<file path="config.mk">
export PLATFORM = sky130hd
export DESIGN_NAME = ascii_read_parser
export DESIGN_NICKNAME = d
export VERILOG_FILES = /design/src/ascii_read_pkg.sv /design/src/ascii_read_parser.sv
export SDC_FILE = /design/constraint.sdc
export NUM_CORES = 1
export LEC_CHECK = 0
export CAP_MARGIN = 20
export CORE_MARGIN = 5
export CORE_UTILIZATION = 25
export CTS_CLUSTER_SIZE = 40
export DETAILED_ROUTE_END_ITERATION = 12
export DONT_BUFFER_PORTS = 1
export HOLD_SLACK_MARGIN = 0.03
export PLACE_DENSITY = 0.41
export SYNTH_ARGS = -nofsm -noshare
export SYNTH_HDL_FRONTEND = slang
export SYNTH_SLANG_ARGS = --single-unit
</file>
<file path="constraint.sdc">
create_clock -name i_clk_sys -period 25.3 [get_ports i_clk_sys]
set_input_delay 1.265 -clock i_clk_sys [delete_from_list [all_inputs] [get_ports i_clk_sys]]
set_output_delay 1.265 -clock i_clk_sys [all_outputs]
set_load 0.005 [all_outputs]
</file>
<file path="src/ascii_read_pkg.sv">
// constants, types and helpers for the ascii individual-read parser
//
// Contract
// - command letter R/r is case-sensitive; every other letter matches either case.
// - each device name starts with percent 25H before area letter and type marker.
// - type marker 58H selects bit, 42H byte, 57H word.
// - timer and counter accept bit, byte, word; word returns current count.
// - bit access to timer or counter returns its contact state.
// - data register and step relay areas reject bit-typed names.
// - byte-typed address is twice the word address; halve it for the word.
// - one request names up to sixteen locations, one per block.
// - block count is two hex characters, 01 to 10 hex.
// - name length is two hex characters, 01 to 10 hex; the code rejects lengths below 04 hex with E_NAME, or with E_TYPE for a bit-typed D or S name.
// - name characters limited to digits, letters and percent; others rejected.
// - lowercase command adds checksum: low byte of sum start through end code.
// - request order: start, station, command, type SS, count, blocks, end, checksum.
// - ACK echoes station, command, type, count; blocks carry byte count and hex data.
// - request begins with 05 hex and ends with 04 hex before checksum.
// - response ends with 03 hex before its checksum.
// - abnormal request answered by NAK carrying four-character ASCII error code.
`default_nettype none
package ascii_read_pkg;
   // ---------------------------------------------------------------
   // control and marker codes
   // ---------------------------------------------------------------
   localparam logic [7:0] C_ENQ = 8'h05;
   localparam logic [7:0] C_EOT = 8'h04;
   localparam logic [7:0] C_ACK = 8'h06;
   localparam logic [7:0] C_NAK = 8'h15;
   localparam logic [7:0] C_ETX = 8'h03;
   localparam logic [7:0] C_PCT = 8'h25;
   localparam logic [7:0] C_BIT = 8'h58;
   localparam logic [7:0] C_BYTE = 8'h42;
   localparam logic [7:0] C_WORD = 8'h57;
   localparam logic [7:0] C_CMD_UP = 8'h52;
   localparam logic [7:0] C_CMD_LO = 8'h72;
   localparam logic [7:0] C_TYPE = 8'h53;
   localparam logic [7:0] C_ZERO = 8'h30;
   // ---------------------------------------------------------------
   // limits and error codes (sent as four hex characters)
   // ---------------------------------------------------------------
   localparam logic [4:0] MAX_BLK = 5'h10;
   localparam logic [4:0] MAX_NAME = 5'h10;
   localparam logic [4:0] MIN_NAME = 5'h04;
   localparam logic [8:0] MAX_FRAME = 9'h100;
   localparam logic [15:0] E_NONE = 16'h0000;
   localparam logic [15:0] E_HEX = 16'h0001;
   localparam logic [15:0] E_CMD = 16'h0002;
   localparam logic [15:0] E_CNT = 16'h0003;
   localparam logic [15:0] E_LEN = 16'h0004;
   localparam logic [15:0] E_NAME = 16'h0005;
   localparam logic [15:0] E_TYPE = 16'h0006;
   localparam logic [15:0] E_FRM = 16'h0007;
   localparam logic [15:0] E_BCC = 16'h0008;
   localparam logic [15:0] E_LONG = 16'h0009;
   // ---------------------------------------------------------------
   // device areas, access widths, request carrier
   // ---------------------------------------------------------------
   typedef enum logic [3:0] {A_P, A_M, A_L, A_K, A_C, A_T, A_D, A_S, A_F} area_t;
   typedef enum logic [1:0] {W_BIT, W_BYTE, W_WORD} width_t;
   typedef struct packed {
      area_t area;
      width_t width;
      logic [15:0] addr;
   } dev_t;
   // fold lower-case letters to upper case
   function automatic logic [7:0] upc(input logic [7:0] b);
      upc = (b >= 8'h61 && b <= 8'h7A) ? b - 8'h20 : b;
   endfunction
   // ascii hex digit to {valid, nibble}
   function automatic logic [4:0] hexd(input logic [7:0] b);
      logic [7:0] u;
      u = upc(b);
      if (u >= 8'h30 && u <= 8'h39) hexd = {1'b1, u[3:0]};
      else if (u >= 8'h41 && u <= 8'h46) hexd = {1'b1, u[3:0] + 4'h9};
      else hexd = 5'h00;
   endfunction
   // nibble to upper-case ascii hex digit
   function automatic logic [7:0] asc(input logic [3:0] n);
      asc = (n < 4'hA) ? 8'h30 + {4'h0, n} : 8'h37 + {4'h0, n};
   endfunction
endpackage
`default_nettype wire

</file>
<file path="src/ascii_read_parser.sv">
// ascii individual-read request parser and response builder
`default_nettype none
module ascii_read_parser (
   // clock and reset
   input wire logic i_clk_sys,
   input wire logic i_nrst,
   // own station number
   input wire logic [7:0] i_station,
   // received byte stream
   input wire logic i_rx_valid,
   input wire logic [7:0] i_rx_data,
   output logic o_rx_ready,
   // transmitted byte stream
   output logic o_tx_valid,
   output logic [7:0] o_tx_data,
   input wire logic i_tx_ready,
   // device memory read port
   output logic o_mem_rd,
   output ascii_read_pkg::dev_t o_mem_dev,
   input wire logic i_mem_ack,
   input wire logic [15:0] i_mem_data
);
   typedef enum logic [4:0] {S_IDLE, S_STN_H, S_STN_L, S_CMD, S_TYP1, S_TYP2, S_CNT_H, S_CNT_L,
      S_LEN_H, S_LEN_L, S_NAME, S_TAIL, S_BCC_H, S_BCC_L, S_DONE,
      T_HEAD, T_ERR, T_CNT, T_RD, T_BLK, T_ETX, T_BCC} state_t;

   // ---------------------------------------------------------------
   // reset release
   // ---------------------------------------------------------------
   logic rst_s1_reg, rst_n_reg;
   always_ff @(posedge i_clk_sys or negedge i_nrst) begin
      if (!i_nrst) begin
         rst_s1_reg <= 1'b0;
         rst_n_reg <= 1'b0;
      end else begin
         rst_s1_reg <= 1'b1;
         rst_n_reg <= rst_s1_reg;
      end
   end

   // ---------------------------------------------------------------
   // state
   // ---------------------------------------------------------------
   state_t st_reg, st_next;
   logic [8:0] cnt_reg, cnt_next;
   logic [7:0] sum_reg, sum_next, tsum_reg, tsum_next, stn_reg, stn_next;
   logic [7:0] txd_reg, txd_next;
   logic txv_reg, txv_next, low_reg, low_next, skip_reg, skip_next;
   logic [15:0] err_reg, err_next, data_reg, data_next;
   logic [4:0] nblk_reg, nblk_next, blk_reg, blk_next, len_reg, len_next, pos_reg, pos_next;
   logic [3:0] hi_reg, hi_next;
   logic [2:0] step_reg, step_next;
   ascii_read_pkg::dev_t cur_reg, cur_next;
   ascii_read_pkg::dev_t tab_reg [16];
   ascii_read_pkg::dev_t tab_next [16];

   // comb locals
   logic [7:0] b, u, nb;
   logic [4:0] h;
   logic [7:0] hv;
   logic [15:0] e;
   logic rx_fire, eot, bcc_st, free, load, legal;
   ascii_read_pkg::dev_t sel;

   assign sel = tab_reg[blk_reg[3:0]];
   assign o_rx_ready = (st_reg < S_DONE);
   assign rx_fire = i_rx_valid && o_rx_ready;
   assign o_tx_valid = txv_reg;
   assign o_tx_data = txd_reg;
   assign o_mem_rd = (st_reg == T_RD);

   // memory request; byte names carry doubled address
   always_comb begin
      o_mem_dev = sel;
      if (sel.width == ascii_read_pkg::W_BYTE) o_mem_dev.addr = {1'b0, sel.addr[15:1]};
   end

   // ---------------------------------------------------------------
   // next-state logic
   // ---------------------------------------------------------------
   always_comb begin
      st_next = st_reg;
      cnt_next = cnt_reg;
      sum_next = sum_reg;
      tsum_next = tsum_reg;
      stn_next = stn_reg;
      txd_next = txd_reg;
      txv_next = txv_reg;
      low_next = low_reg;
      skip_next = skip_reg;
      err_next = err_reg;
      data_next = data_reg;
      nblk_next = nblk_reg;
      blk_next = blk_reg;
      len_next = len_reg;
      pos_next = pos_reg;
      hi_next = hi_reg;
      step_next = step_reg;
      cur_next = cur_reg;
      tab_next = tab_reg;
      b = i_rx_data;
      u = ascii_read_pkg::upc(b);
      h = ascii_read_pkg::hexd(b);
      hv = {hi_reg, h[3:0]};
      e = ascii_read_pkg::E_NONE;
      eot = 1'b0;
      bcc_st = (st_reg == S_BCC_H) || (st_reg == S_BCC_L);
      legal = (u >= 8'h30 && u <= 8'h39) || (u >= 8'h41 && u <= 8'h5A) || b == ascii_read_pkg::C_PCT;
      nb = 8'h00;
      load = 1'b0;
      free = !txv_reg || i_tx_ready;
      if (txv_reg && i_tx_ready) txv_next = 1'b0;
      // request parsing
      if (rx_fire) begin
         if (st_reg == S_IDLE) begin
            if (b == ascii_read_pkg::C_ENQ) begin
               st_next = S_STN_H;
               cnt_next = 9'h001;
               sum_next = b;
               err_next = ascii_read_pkg::E_NONE;
               skip_next = 1'b0;
               low_next = 1'b0;
            end
         end else begin
            cnt_next = cnt_reg + 9'h001;
            if (!bcc_st) sum_next = sum_reg + b;
            if (cnt_reg == ascii_read_pkg::MAX_FRAME) e = ascii_read_pkg::E_LONG;
            if (b == ascii_read_pkg::C_EOT && !bcc_st) begin
               eot = 1'b1;
               if (st_reg != S_TAIL) e = ascii_read_pkg::E_FRM;
               st_next = low_reg ? S_BCC_H : S_DONE;
            end else begin
               unique case (st_reg)
                  S_STN_H, S_CNT_H, S_LEN_H, S_BCC_H: begin
                     if (!h[4]) e = ascii_read_pkg::E_HEX;
                     hi_next = h[3:0];
                     st_next = state_t'(st_reg + 5'd1);
                  end
                  S_STN_L: begin
                     if (!h[4]) e = ascii_read_pkg::E_HEX;
                     stn_next = hv;
                     if (hv != i_station) skip_next = 1'b1;
                     st_next = S_CMD;
                  end
                  S_CMD: begin
                     if (b == ascii_read_pkg::C_CMD_LO) low_next = 1'b1;
                     else if (b != ascii_read_pkg::C_CMD_UP) e = ascii_read_pkg::E_CMD;
                     st_next = S_TYP1;
                  end
                  S_TYP1, S_TYP2: begin
                     if (u != ascii_read_pkg::C_TYPE) e = ascii_read_pkg::E_CMD;
                     st_next = state_t'(st_reg + 5'd1);
                  end
                  S_CNT_L: begin
                     if (!h[4]) e = ascii_read_pkg::E_HEX;
                     else if (hv == 8'h00 || hv > {3'h0, ascii_read_pkg::MAX_BLK}) e = ascii_read_pkg::E_CNT;
                     nblk_next = hv[4:0];
                     blk_next = 5'h00;
                     st_next = S_LEN_H;
                  end
                  S_LEN_L: begin
                     if (!h[4]) e = ascii_read_pkg::E_HEX;
                     else if (hv == 8'h00 || hv > {3'h0, ascii_read_pkg::MAX_NAME}) e = ascii_read_pkg::E_LEN;
                     len_next = hv[4:0];
                     pos_next = 5'h00;
                     cur_next = '0;
                     st_next = S_NAME;
                  end
                  S_NAME: begin
                     if (!legal) e = ascii_read_pkg::E_NAME;
                     if (pos_reg == 5'h00) begin
                        if (b != ascii_read_pkg::C_PCT) e = ascii_read_pkg::E_NAME;
                     end else if (pos_reg == 5'h01) begin
                        unique case (u)
                           8'h50: cur_next.area = ascii_read_pkg::A_P;
                           8'h4D: cur_next.area = ascii_read_pkg::A_M;
                           8'h4C: cur_next.area = ascii_read_pkg::A_L;
                           8'h4B: cur_next.area = ascii_read_pkg::A_K;
                           8'h43: cur_next.area = ascii_read_pkg::A_C;
                           8'h54: cur_next.area = ascii_read_pkg::A_T;
                           8'h44: cur_next.area = ascii_read_pkg::A_D;
                           8'h53: cur_next.area = ascii_read_pkg::A_S;
                           8'h46: cur_next.area = ascii_read_pkg::A_F; // read-only area, reads only
                           default: e = ascii_read_pkg::E_NAME;
                        endcase
                     end else if (pos_reg == 5'h02) begin
                        if (u == ascii_read_pkg::C_BIT) cur_next.width = ascii_read_pkg::W_BIT;
                        else if (u == ascii_read_pkg::C_BYTE) cur_next.width = ascii_read_pkg::W_BYTE;
                        else if (u == ascii_read_pkg::C_WORD) cur_next.width = ascii_read_pkg::W_WORD;
                        else e = ascii_read_pkg::E_TYPE;
                     end else begin
                        // decimal address digits
                        if (u < 8'h30 || u > 8'h39) e = ascii_read_pkg::E_NAME;
                        cur_next.addr = 16'((cur_reg.addr << 3) + (cur_reg.addr << 1) + {8'h00, b - 8'h30});
                     end
                     pos_next = pos_reg + 5'h01;
                     if (pos_next == len_reg) begin
                        if (len_reg < ascii_read_pkg::MIN_NAME) e = ascii_read_pkg::E_NAME;
                        if ((cur_next.area == ascii_read_pkg::A_D || cur_next.area == ascii_read_pkg::A_S)
                           && cur_next.width == ascii_read_pkg::W_BIT) e = ascii_read_pkg::E_TYPE;
                        tab_next[blk_reg[3:0]] = cur_next;
                        blk_next = blk_reg + 5'h01;
                        st_next = (blk_next == nblk_reg) ? S_TAIL : S_LEN_H;
                     end
                  end
                  S_TAIL: e = ascii_read_pkg::E_FRM;
                  S_BCC_L: begin
                     if (!h[4] || hv != sum_reg) e = ascii_read_pkg::E_BCC;
                     st_next = S_DONE;
                  end
                  default: st_next = S_IDLE;
               endcase
            end
            // first error is kept; remaining bytes are skipped up to the end code
            if (e != ascii_read_pkg::E_NONE) begin
               if (err_reg == ascii_read_pkg::E_NONE) err_next = e;
               if (!eot && !bcc_st && st_reg != S_BCC_L) st_next = S_TAIL;
            end
         end
      end
      // response building
      unique case (st_reg)
         S_DONE: begin
            st_next = skip_reg ? S_IDLE : T_HEAD;
            step_next = 3'h0;
            tsum_next = 8'h00;
            blk_next = 5'h00;
         end
         T_HEAD: begin
            load = free;
            unique case (step_reg)
               3'h0: nb = (err_reg != ascii_read_pkg::E_NONE) ? ascii_read_pkg::C_NAK : ascii_read_pkg::C_ACK;
               3'h1: nb = ascii_read_pkg::asc(stn_reg[7:4]);
               3'h2: nb = ascii_read_pkg::asc(stn_reg[3:0]);
               3'h3: nb = low_reg ? ascii_read_pkg::C_CMD_LO : ascii_read_pkg::C_CMD_UP;
               default: nb = ascii_read_pkg::C_TYPE;
            endcase
            if (load && step_reg == 3'h5) st_next = (err_reg != ascii_read_pkg::E_NONE) ? T_ERR : T_CNT;
         end
         T_ERR: begin
            load = free;
            nb = ascii_read_pkg::asc(4'(err_reg >> {~step_reg[1:0], 2'b00}));
            if (load && step_reg == 3'h3) st_next = T_ETX;
         end
         T_CNT: begin
            load = free;
            nb = (step_reg == 3'h0) ? ascii_read_pkg::asc({3'h0, nblk_reg[4]}) : ascii_read_pkg::asc(nblk_reg[3:0]);
            if (load && step_reg == 3'h1) st_next = T_RD;
         end
         T_RD: begin
            if (i_mem_ack) begin
               unique case (sel.width)
                  ascii_read_pkg::W_BIT: data_next = {15'h0000, i_mem_data[0]}; // contact state
                  ascii_read_pkg::W_BYTE: data_next = sel.addr[0] ? {8'h00, i_mem_data[15:8]} : {8'h00, i_mem_data[7:0]};
                  default: data_next = i_mem_data; // count value for timer and counter
               endcase
               st_next = T_BLK;
            end
         end
         T_BLK: begin
            load = free;
            if (step_reg == 3'h0) nb = ascii_read_pkg::C_ZERO;
            else if (step_reg == 3'h1) nb = (sel.width == ascii_read_pkg::W_WORD) ? 8'h32 : 8'h31;
            else if (sel.width == ascii_read_pkg::W_WORD) nb = ascii_read_pkg::asc(4'(data_reg >> (4'(5 - step_reg) << 2)));
            else nb = ascii_read_pkg::asc(4'(data_reg >> (4'(3 - step_reg) << 2)));
            if (load && step_reg == ((sel.width == ascii_read_pkg::W_WORD) ? 3'h5 : 3'h3)) begin
               blk_next = blk_reg + 5'h01;
               st_next = (blk_next == nblk_reg) ? T_ETX : T_RD;
            end
         end
         T_ETX: begin
            load = free;
            nb = ascii_read_pkg::C_ETX;
            if (load) st_next = low_reg ? T_BCC : S_IDLE;
         end
         T_BCC: begin
            load = free;
            nb = ascii_read_pkg::asc(step_reg[0] ? tsum_reg[3:0] : tsum_reg[7:4]);
            if (load && step_reg == 3'h1) st_next = S_IDLE;
         end
         default: ;
      endcase
      if (load) begin
         txd_next = nb;
         txv_next = 1'b1;
         if (st_reg != T_BCC) tsum_next = tsum_reg + nb;
         step_next = (st_next != st_reg) ? 3'h0 : step_reg + 3'h1;
      end else if (st_reg == T_RD) begin
         step_next = 3'h0;
      end
   end

   // ---------------------------------------------------------------
   // registers
   // ---------------------------------------------------------------
   always_ff @(posedge i_clk_sys or negedge rst_n_reg) begin
      if (!rst_n_reg) begin
         st_reg <= S_IDLE;
         cnt_reg <= 9'h000;
         sum_reg <= 8'h00;
         tsum_reg <= 8'h00;
         stn_reg <= 8'h00;
         txd_reg <= 8'h00;
         txv_reg <= 1'b0;
         low_reg <= 1'b0;
         skip_reg <= 1'b0;
         err_reg <= 16'h0000;
         data_reg <= 16'h0000;
         nblk_reg <= 5'h00;
         blk_reg <= 5'h00;
         len_reg <= 5'h00;
         pos_reg <= 5'h00;
         hi_reg <= 4'h0;
         step_reg <= 3'h0;
         cur_reg <= '0;
         for (int i = 0; i < 16; i++) tab_reg[i] <= '0;
      end else begin
         st_reg <= st_next;
         cnt_reg <= cnt_next;
         sum_reg <= sum_next;
         tsum_reg <= tsum_next;
         stn_reg <= stn_next;
         txd_reg <= txd_next;
         txv_reg <= txv_next;
         low_reg <= low_next;
         skip_reg <= skip_next;
         err_reg <= err_next;
         data_reg <= data_next;
         nblk_reg <= nblk_next;
         blk_reg <= blk_next;
         len_reg <= len_next;
         pos_reg <= pos_next;
         hi_reg <= hi_next;
         step_reg <= step_next;
         cur_reg <= cur_next;
         tab_reg <= tab_next;
      end
   end
endmodule
`default_nettype wire

</file>
-- Word level (Yosys, flattened, before mapping)
Cells that the tools add are included.
- add/sub/neg operators: 29
- $lt $le $gt $ge: 21
- equality and inequality tests: 63
- shift operators: 3
- mux-type cells: 133
- bitwise gates (word level): 4
- reductions and logical operators: 63
- operators with widths (operator ; number):
    $mux W16 ; 32
    $bwmux W352 ; 1
    $mux W22 ; 8
    $pmux W16 S8 ; 1
    $mux W5 ; 23
    $eq A8 B7 Y1 const B ; 13
    $add A6 B4 Y7 const A ; 14
    $bmux W22 S4 ; 1
    $demux W22 S4 ; 1
    $pmux W5 S8 ; 2
    $mux W7 ; 11
    $mux W8 ; 8
    $shr A16 B4 Y4 ; 3
    $pmux W22 S2 ; 1
    $pmux W7 S6 ; 1
    $eq A5 B4 Y1 const B ; 8
    $pmux W4 S9 ; 1
    $pmux W16 S2 ; 1
    $reduce_bool A16 Y1 ; 2
    $eq A5 B5 Y1 const B ; 6
    $pmux W5 S2 ; 3
    $lt A4 B4 Y1 const B ; 7
    $pmux W7 S4 ; 1
    $le A8 B7 Y1 const B ; 3
    other kinds (72) ; 164
- bits in registers: 484
- bits of input ports: 37
- output and inout bits: 33
- logic and storage cells: 386

-- Depth between registers and ports, before layout
- depth after elaboration: 32
- depth in mapped cells: 22
- gate-level depth less buffers: 20

-- Worst setup path before layout
OpenSTA, ideal clock, no wires.
- path type: reg-to-reg
- start: register blk_reg[0]
- end: register step_reg[0]
- setup time: 78 ps
- arrival time: 5394 ps
- data required time: 25222 ps
- path slack: 19828 ps
- stages on the path, launching flop included: 20
- path buffers: 5
- period minus slack after synthesis: 5472 ps
- path through: dfrtp_1 -> buf_2 -> clkbuf_1 -> buf_1 -> clkbuf_1 -> buf_1 -> inv_1 -> ha_1 -> xor2_1 -> a2111oi_0 -> mux2i_1 -> o21ai_0 -> a21oi_1 -> nand3_1 -> nand3_1 -> o21ai_0 -> nand4_1 -> nor4b_4 -> o2111ai_2 -> o21ai_1
- word-level cells in the longest chain between the ends: 15
- elaborated cells on any way between the ends: 30
- classes of those cells: add/sub (1); eq/ne (4); mux (23); bitwise (1); reduce/logical (1)
- RTL lines (item ; line ; RTL):
    start, declared ; ascii_read_parser.sv:50 ; logic [4:0] nblk_reg, nblk_next, blk_reg, blk_next, len_reg, len_next, pos_reg, pos_next;
    start signal, assigned ; ascii_read_parser.sv:330 ; blk_reg <= blk_next;
    $add A5 B1 Y5 ; ascii_read_parser.sv:202, ascii_read_parser.sv:267 ;
    $eq A5 B5 Y1 ; ascii_read_parser.sv:203, ascii_read_parser.sv:268 ;
    $mux W2 ; ascii_read_parser.sv:203 ; st_next = (blk_next == nblk_reg) ? S_TAIL : S_LEN_H;
    $mux W5 ; ascii_read_parser.sv:197 ; if (pos_next == len_reg) begin
    $pmux W5 S8 ; ascii_read_parser.sv:133 ; unique case (st_reg)
    $mux W5 ; ascii_read_parser.sv:128 ; if (b == ascii_read_pkg::C_EOT && !bcc_st) begin
    $mux W5 ; ascii_read_parser.sv:217 ; if (!eot && !bcc_st && st_reg != S_BCC_L) st_next = S_TAIL;
    $mux W5 ; ascii_read_parser.sv:215 ; if (e != ascii_read_pkg::E_NONE) begin
    $mux W5 ; ascii_read_parser.sv:115 ; if (st_reg == S_IDLE) begin
    $mux W5 ; ascii_read_parser.sv:114 ; if (rx_fire) begin
    $mux W5, or another cell as far along ; ascii_read_parser.sv:279 ; if (load && step_reg == 3'h1) st_next = S_IDLE;
    $pmux W5 S8 * ; ascii_read_parser.sv:222 ; unique case (st_reg)
    $ne A5 B5 Y1 * ; ascii_read_parser.sv:287 ; step_next = (st_next != st_reg) ? 3'h0 : step_reg + 3'h1;
    $mux W3 * ; ascii_read_parser.sv:287 ;
    $mux W3 * ; ascii_read_parser.sv:283 ; if (load) begin
    end signal, assigned ; ascii_read_parser.sv:334 ; step_reg <= step_next;
    end, declared ; ascii_read_parser.sv:52 ; logic [2:0] step_reg, step_next;
Mark *: on every way between the ends. The rest lies on a longest branch, timed or not. The select of a mux whose other input is x is not followed.
A chain may end at the register's enable or synchronous reset.

==> flow_summary.json <==
{
  "outcome": "finished clean",
  "timing.fmax_mhz": 165.7,
  "ctsResizeCount": 0,
  "cts_max_level": 2,
  "insertion_delay_ns": 0.62,
  "hpwl_um": 52150,
  "worst_setup_path_end_kind": "flop",
  "p_leak_nw": 12.08,
  "yosys.area.top_type_share_pct": 45.68,
  "cp_num_buf_inv": 3,
  "drt_pre_antenna_iters": 8,
  "io_pins": 70,
  "grt_pass1_vias": 20240,
  "io_buffers": 0,
  "holdWs_ns": 0.3371,
  "synth_area_leaders": "dfrtp_1, mux4_2, o21ai_0",
  "start_kind": "flop",
  "cpMostUsedCell": "a21o_1",
  "synth_fp_nets": 2790,
  "synth_common_cells": "nand2_1, dfrtp_1, o21ai_0, clkbuf_1, nor2_1",
  "ys_ff_latch": 471,
  "drive_gt1_share_pct": 12.40,
  "cts_setup_buffers": 0,
  "cpLargestDelayFamily": "compound AO/OA/AOI/OAI gates",
  "ys_types": 100,
  "netlist_area_mm2": 0.02580,
  "r2r_slack_ns": 19.26,
  "path_cells": "buf_4 > mux4_2 > mux2_2 > o21ai_2 > inv_2 > nand2b_1 > a21boi_0 > o32ai_1 > a221oi_1 > inv_1 > ha_1 > a21o_1 > a21o_1 > a21o_1 > a21oi_1 > nor2b_1 > o21a_1 > o211ai_1 > o211ai_1 > o21ai_0",
  "final_nets": 2714,
  "drc": 0,
  "numCtsBuffers": 53,
  "reg2reg_depth": 20,
  "required_ns": 25.82,
  "cp_max_fo": 35,
  "synth_cells": 2672,
  "period_share_pct": 23.86,
  "cts_sinks": 471,
  "diodes": 0,
  "layout_min_cycle_time_ns": 6.035,
  "critical_path.max_stage_delay_ns": 0.69,
  "dieArea_mm2": 0.1097,
  "postCtsHoldBufs": 0,
  "hold_viol": 0,
  "avgSynthCellArea_um2": 9.656,
  "cp.arrival_ns": 6.56,
  "regArea_mm2": 0.01180,
  "skew_ns": 0.01540,
  "grt_pass1_wl_um": 125700,
  "synth_edf_count": 0,
  "cts.path.max_buffers": 3,
  "synth_most_common_cell": "nand2_1",
  "clkTransAtPathRegs_ns": 0.06,
  "multi_input_comb_area_mm2": 0.01302,
  "grt_overflow": 0,
  "row_count": 117,
  "area_growth_pct": 12.91,
  "min_path_type": "primary input to async pin",
  "floorplan.initialDensity_pct": 25.25,
  "power_density_mw_per_mm2": 55.18,
  "slew_headroom_pct": 25.43,
  "routabilityCongestion": 0.8419,
  "largest_reg_flops": 352,
  "antenna_found_initial": 2,
  "grt_use_total_pct": 14.32,
  "async_flop_share_pct": 100.0,
  "drv_slew": 0,
  "postRouteAntennaNets": 0,
  "wl_per_cell_um": 20.02,
  "die_y_um": 331.2,
  "slowest_stage": "buf_4",
  "wl_um": 80190,
  "vdd_drop_max_mv": 0.04999,
  "tightestPinTransition_ns": 1.116,
  "core_area_mm2": 0.1022,
  "rsz0062_at_grt": "no",
  "first_iter_violations": 1256,
  "yosys_warnings": 0,
  "num-fill-cells": 10820,
  "max_cap_viol_count": 0,
  "vias": 19750,
  "cts-root-buf": "clkbuf_16",
  "synth_ff_type": "dfrtp_1",
  "seq_area_frac_synth_pct": 45.68,
  "yosys.area.top_type": "dfrtp_1",
  "path_depth": 20,
  "setup_violations": 0,
  "cts_tree": "done",
  "tns_ns": 0,
  "die_w_um": 331.2,
  "worstSetupPathType": "flop to flop",
  "grt_start_max_net_pins": 177,
  "viasPerCell": 4.931
}
-- power breakdown --
| part | switching (mW) | total (mW) | internal [mW] |
|---|---|---|---|
| registers | 0.00221 | 0.756 | 0.754 |
| logic | 0.0280 | 0.0387 | 0.0107 |
| clock network | 0.329 | 0.813 | 0.484 |
| total | 0.359 | 1.61 | 1.25 |
-- through the flow --
stage	cell area, um^2	worst slack, ns	util [%]	std cells	total power [mW]
after floorplan	25800	11.20	-	2672	0.7978
after global placement	27210	19.18	26.63	3901	0.8082
after detailed placement	27250	19.19	26.67	3905	0.8089
after CTS	29080	19.15	28.46	4001	1.637
after global routing	29130	18.73	28.51	4005	1.671
final	29130	19.26	28.51	4005	1.607
-- final timing paths --
check                                     start                     end
hold / removal                           i_nrst     rst_n_reg$_DFF_PN0_
max in group asynchronous   rst_n_reg$_DFF_PN0_  sum_reg[0]$_DFFE_PN0P_
hold reg to reg            rst_s1_reg$_DFF_PN0_     rst_n_reg$_DFF_PN0_
setup reg to reg           blk_reg[0]$_DFF_PN0_   tsum_reg[7]$_DFF_PN0_
setup / recovery           blk_reg[0]$_DFF_PN0_   tsum_reg[7]$_DFF_PN0_
min in group i_clk_sys     rst_s1_reg$_DFF_PN0_     rst_n_reg$_DFF_PN0_
-- metal layers --
layer	global-route usage, %	wire length [um]	vias to the layer above
met4	2.831	1491	0
met5	0	0	-
li1	-	-	9296
met3	2.007	2698	94
met2	24.23	38290	366
met1	19.72	37710	9992
-- layout by cell type (no fill, tap or decap), drive strengths merged, types with 9 or more instances in the layout --
cell type	netlist	final
nand4	12	12
clkbuf	166	83
nand2	483	483
a22oi	9	9
mux4	117	117
and3	23	23
xnor2	40	40
xor2	24	24
nor2	167	167
nor2b	17	17
a211oi	9	9
mux2i	24	24
ha	73	73
o31ai	9	9
buf	22	57
nand2b	12	12
dfrtp	471	471
and2	23	23
o21ai	465	465
a21o	18	18
a221oi	9	9
inv	75	75
nand3	57	57
a21oi	132	132
mux2	27	27
o21a	9	9
o211ai	11	11
a31oi	13	13
nor3	36	36
-- layout make-up --
cell class / instances / share of cell area [%]
Clock inverter: 13 / 0.7860
Clock buffer: 83 / 5.489
Sequential cell: 471 / 40.51
Inverter: 76 / 0.9793
Multi-Input combinational cell: 1937 / 44.69
Tap cell: 1368 / 5.876
Timing Repair Buffer: 57 / 1.675
-- logic make-up (layout without fill, tap and decap cells) --
family	count (synthesis)	after routing	share of synthesized area, %
simple gates	869	869	14.68
compound gates	752	752	16.89
flops	471	471	45.68
buf+inv	264	229	3.938
mux	168	168	12.32
fa+ha+maj	81	81	4.161
xor+xnor	65	65	2.294
other cells	2	2	0.02911
Power figures use the tool's default switching activity.
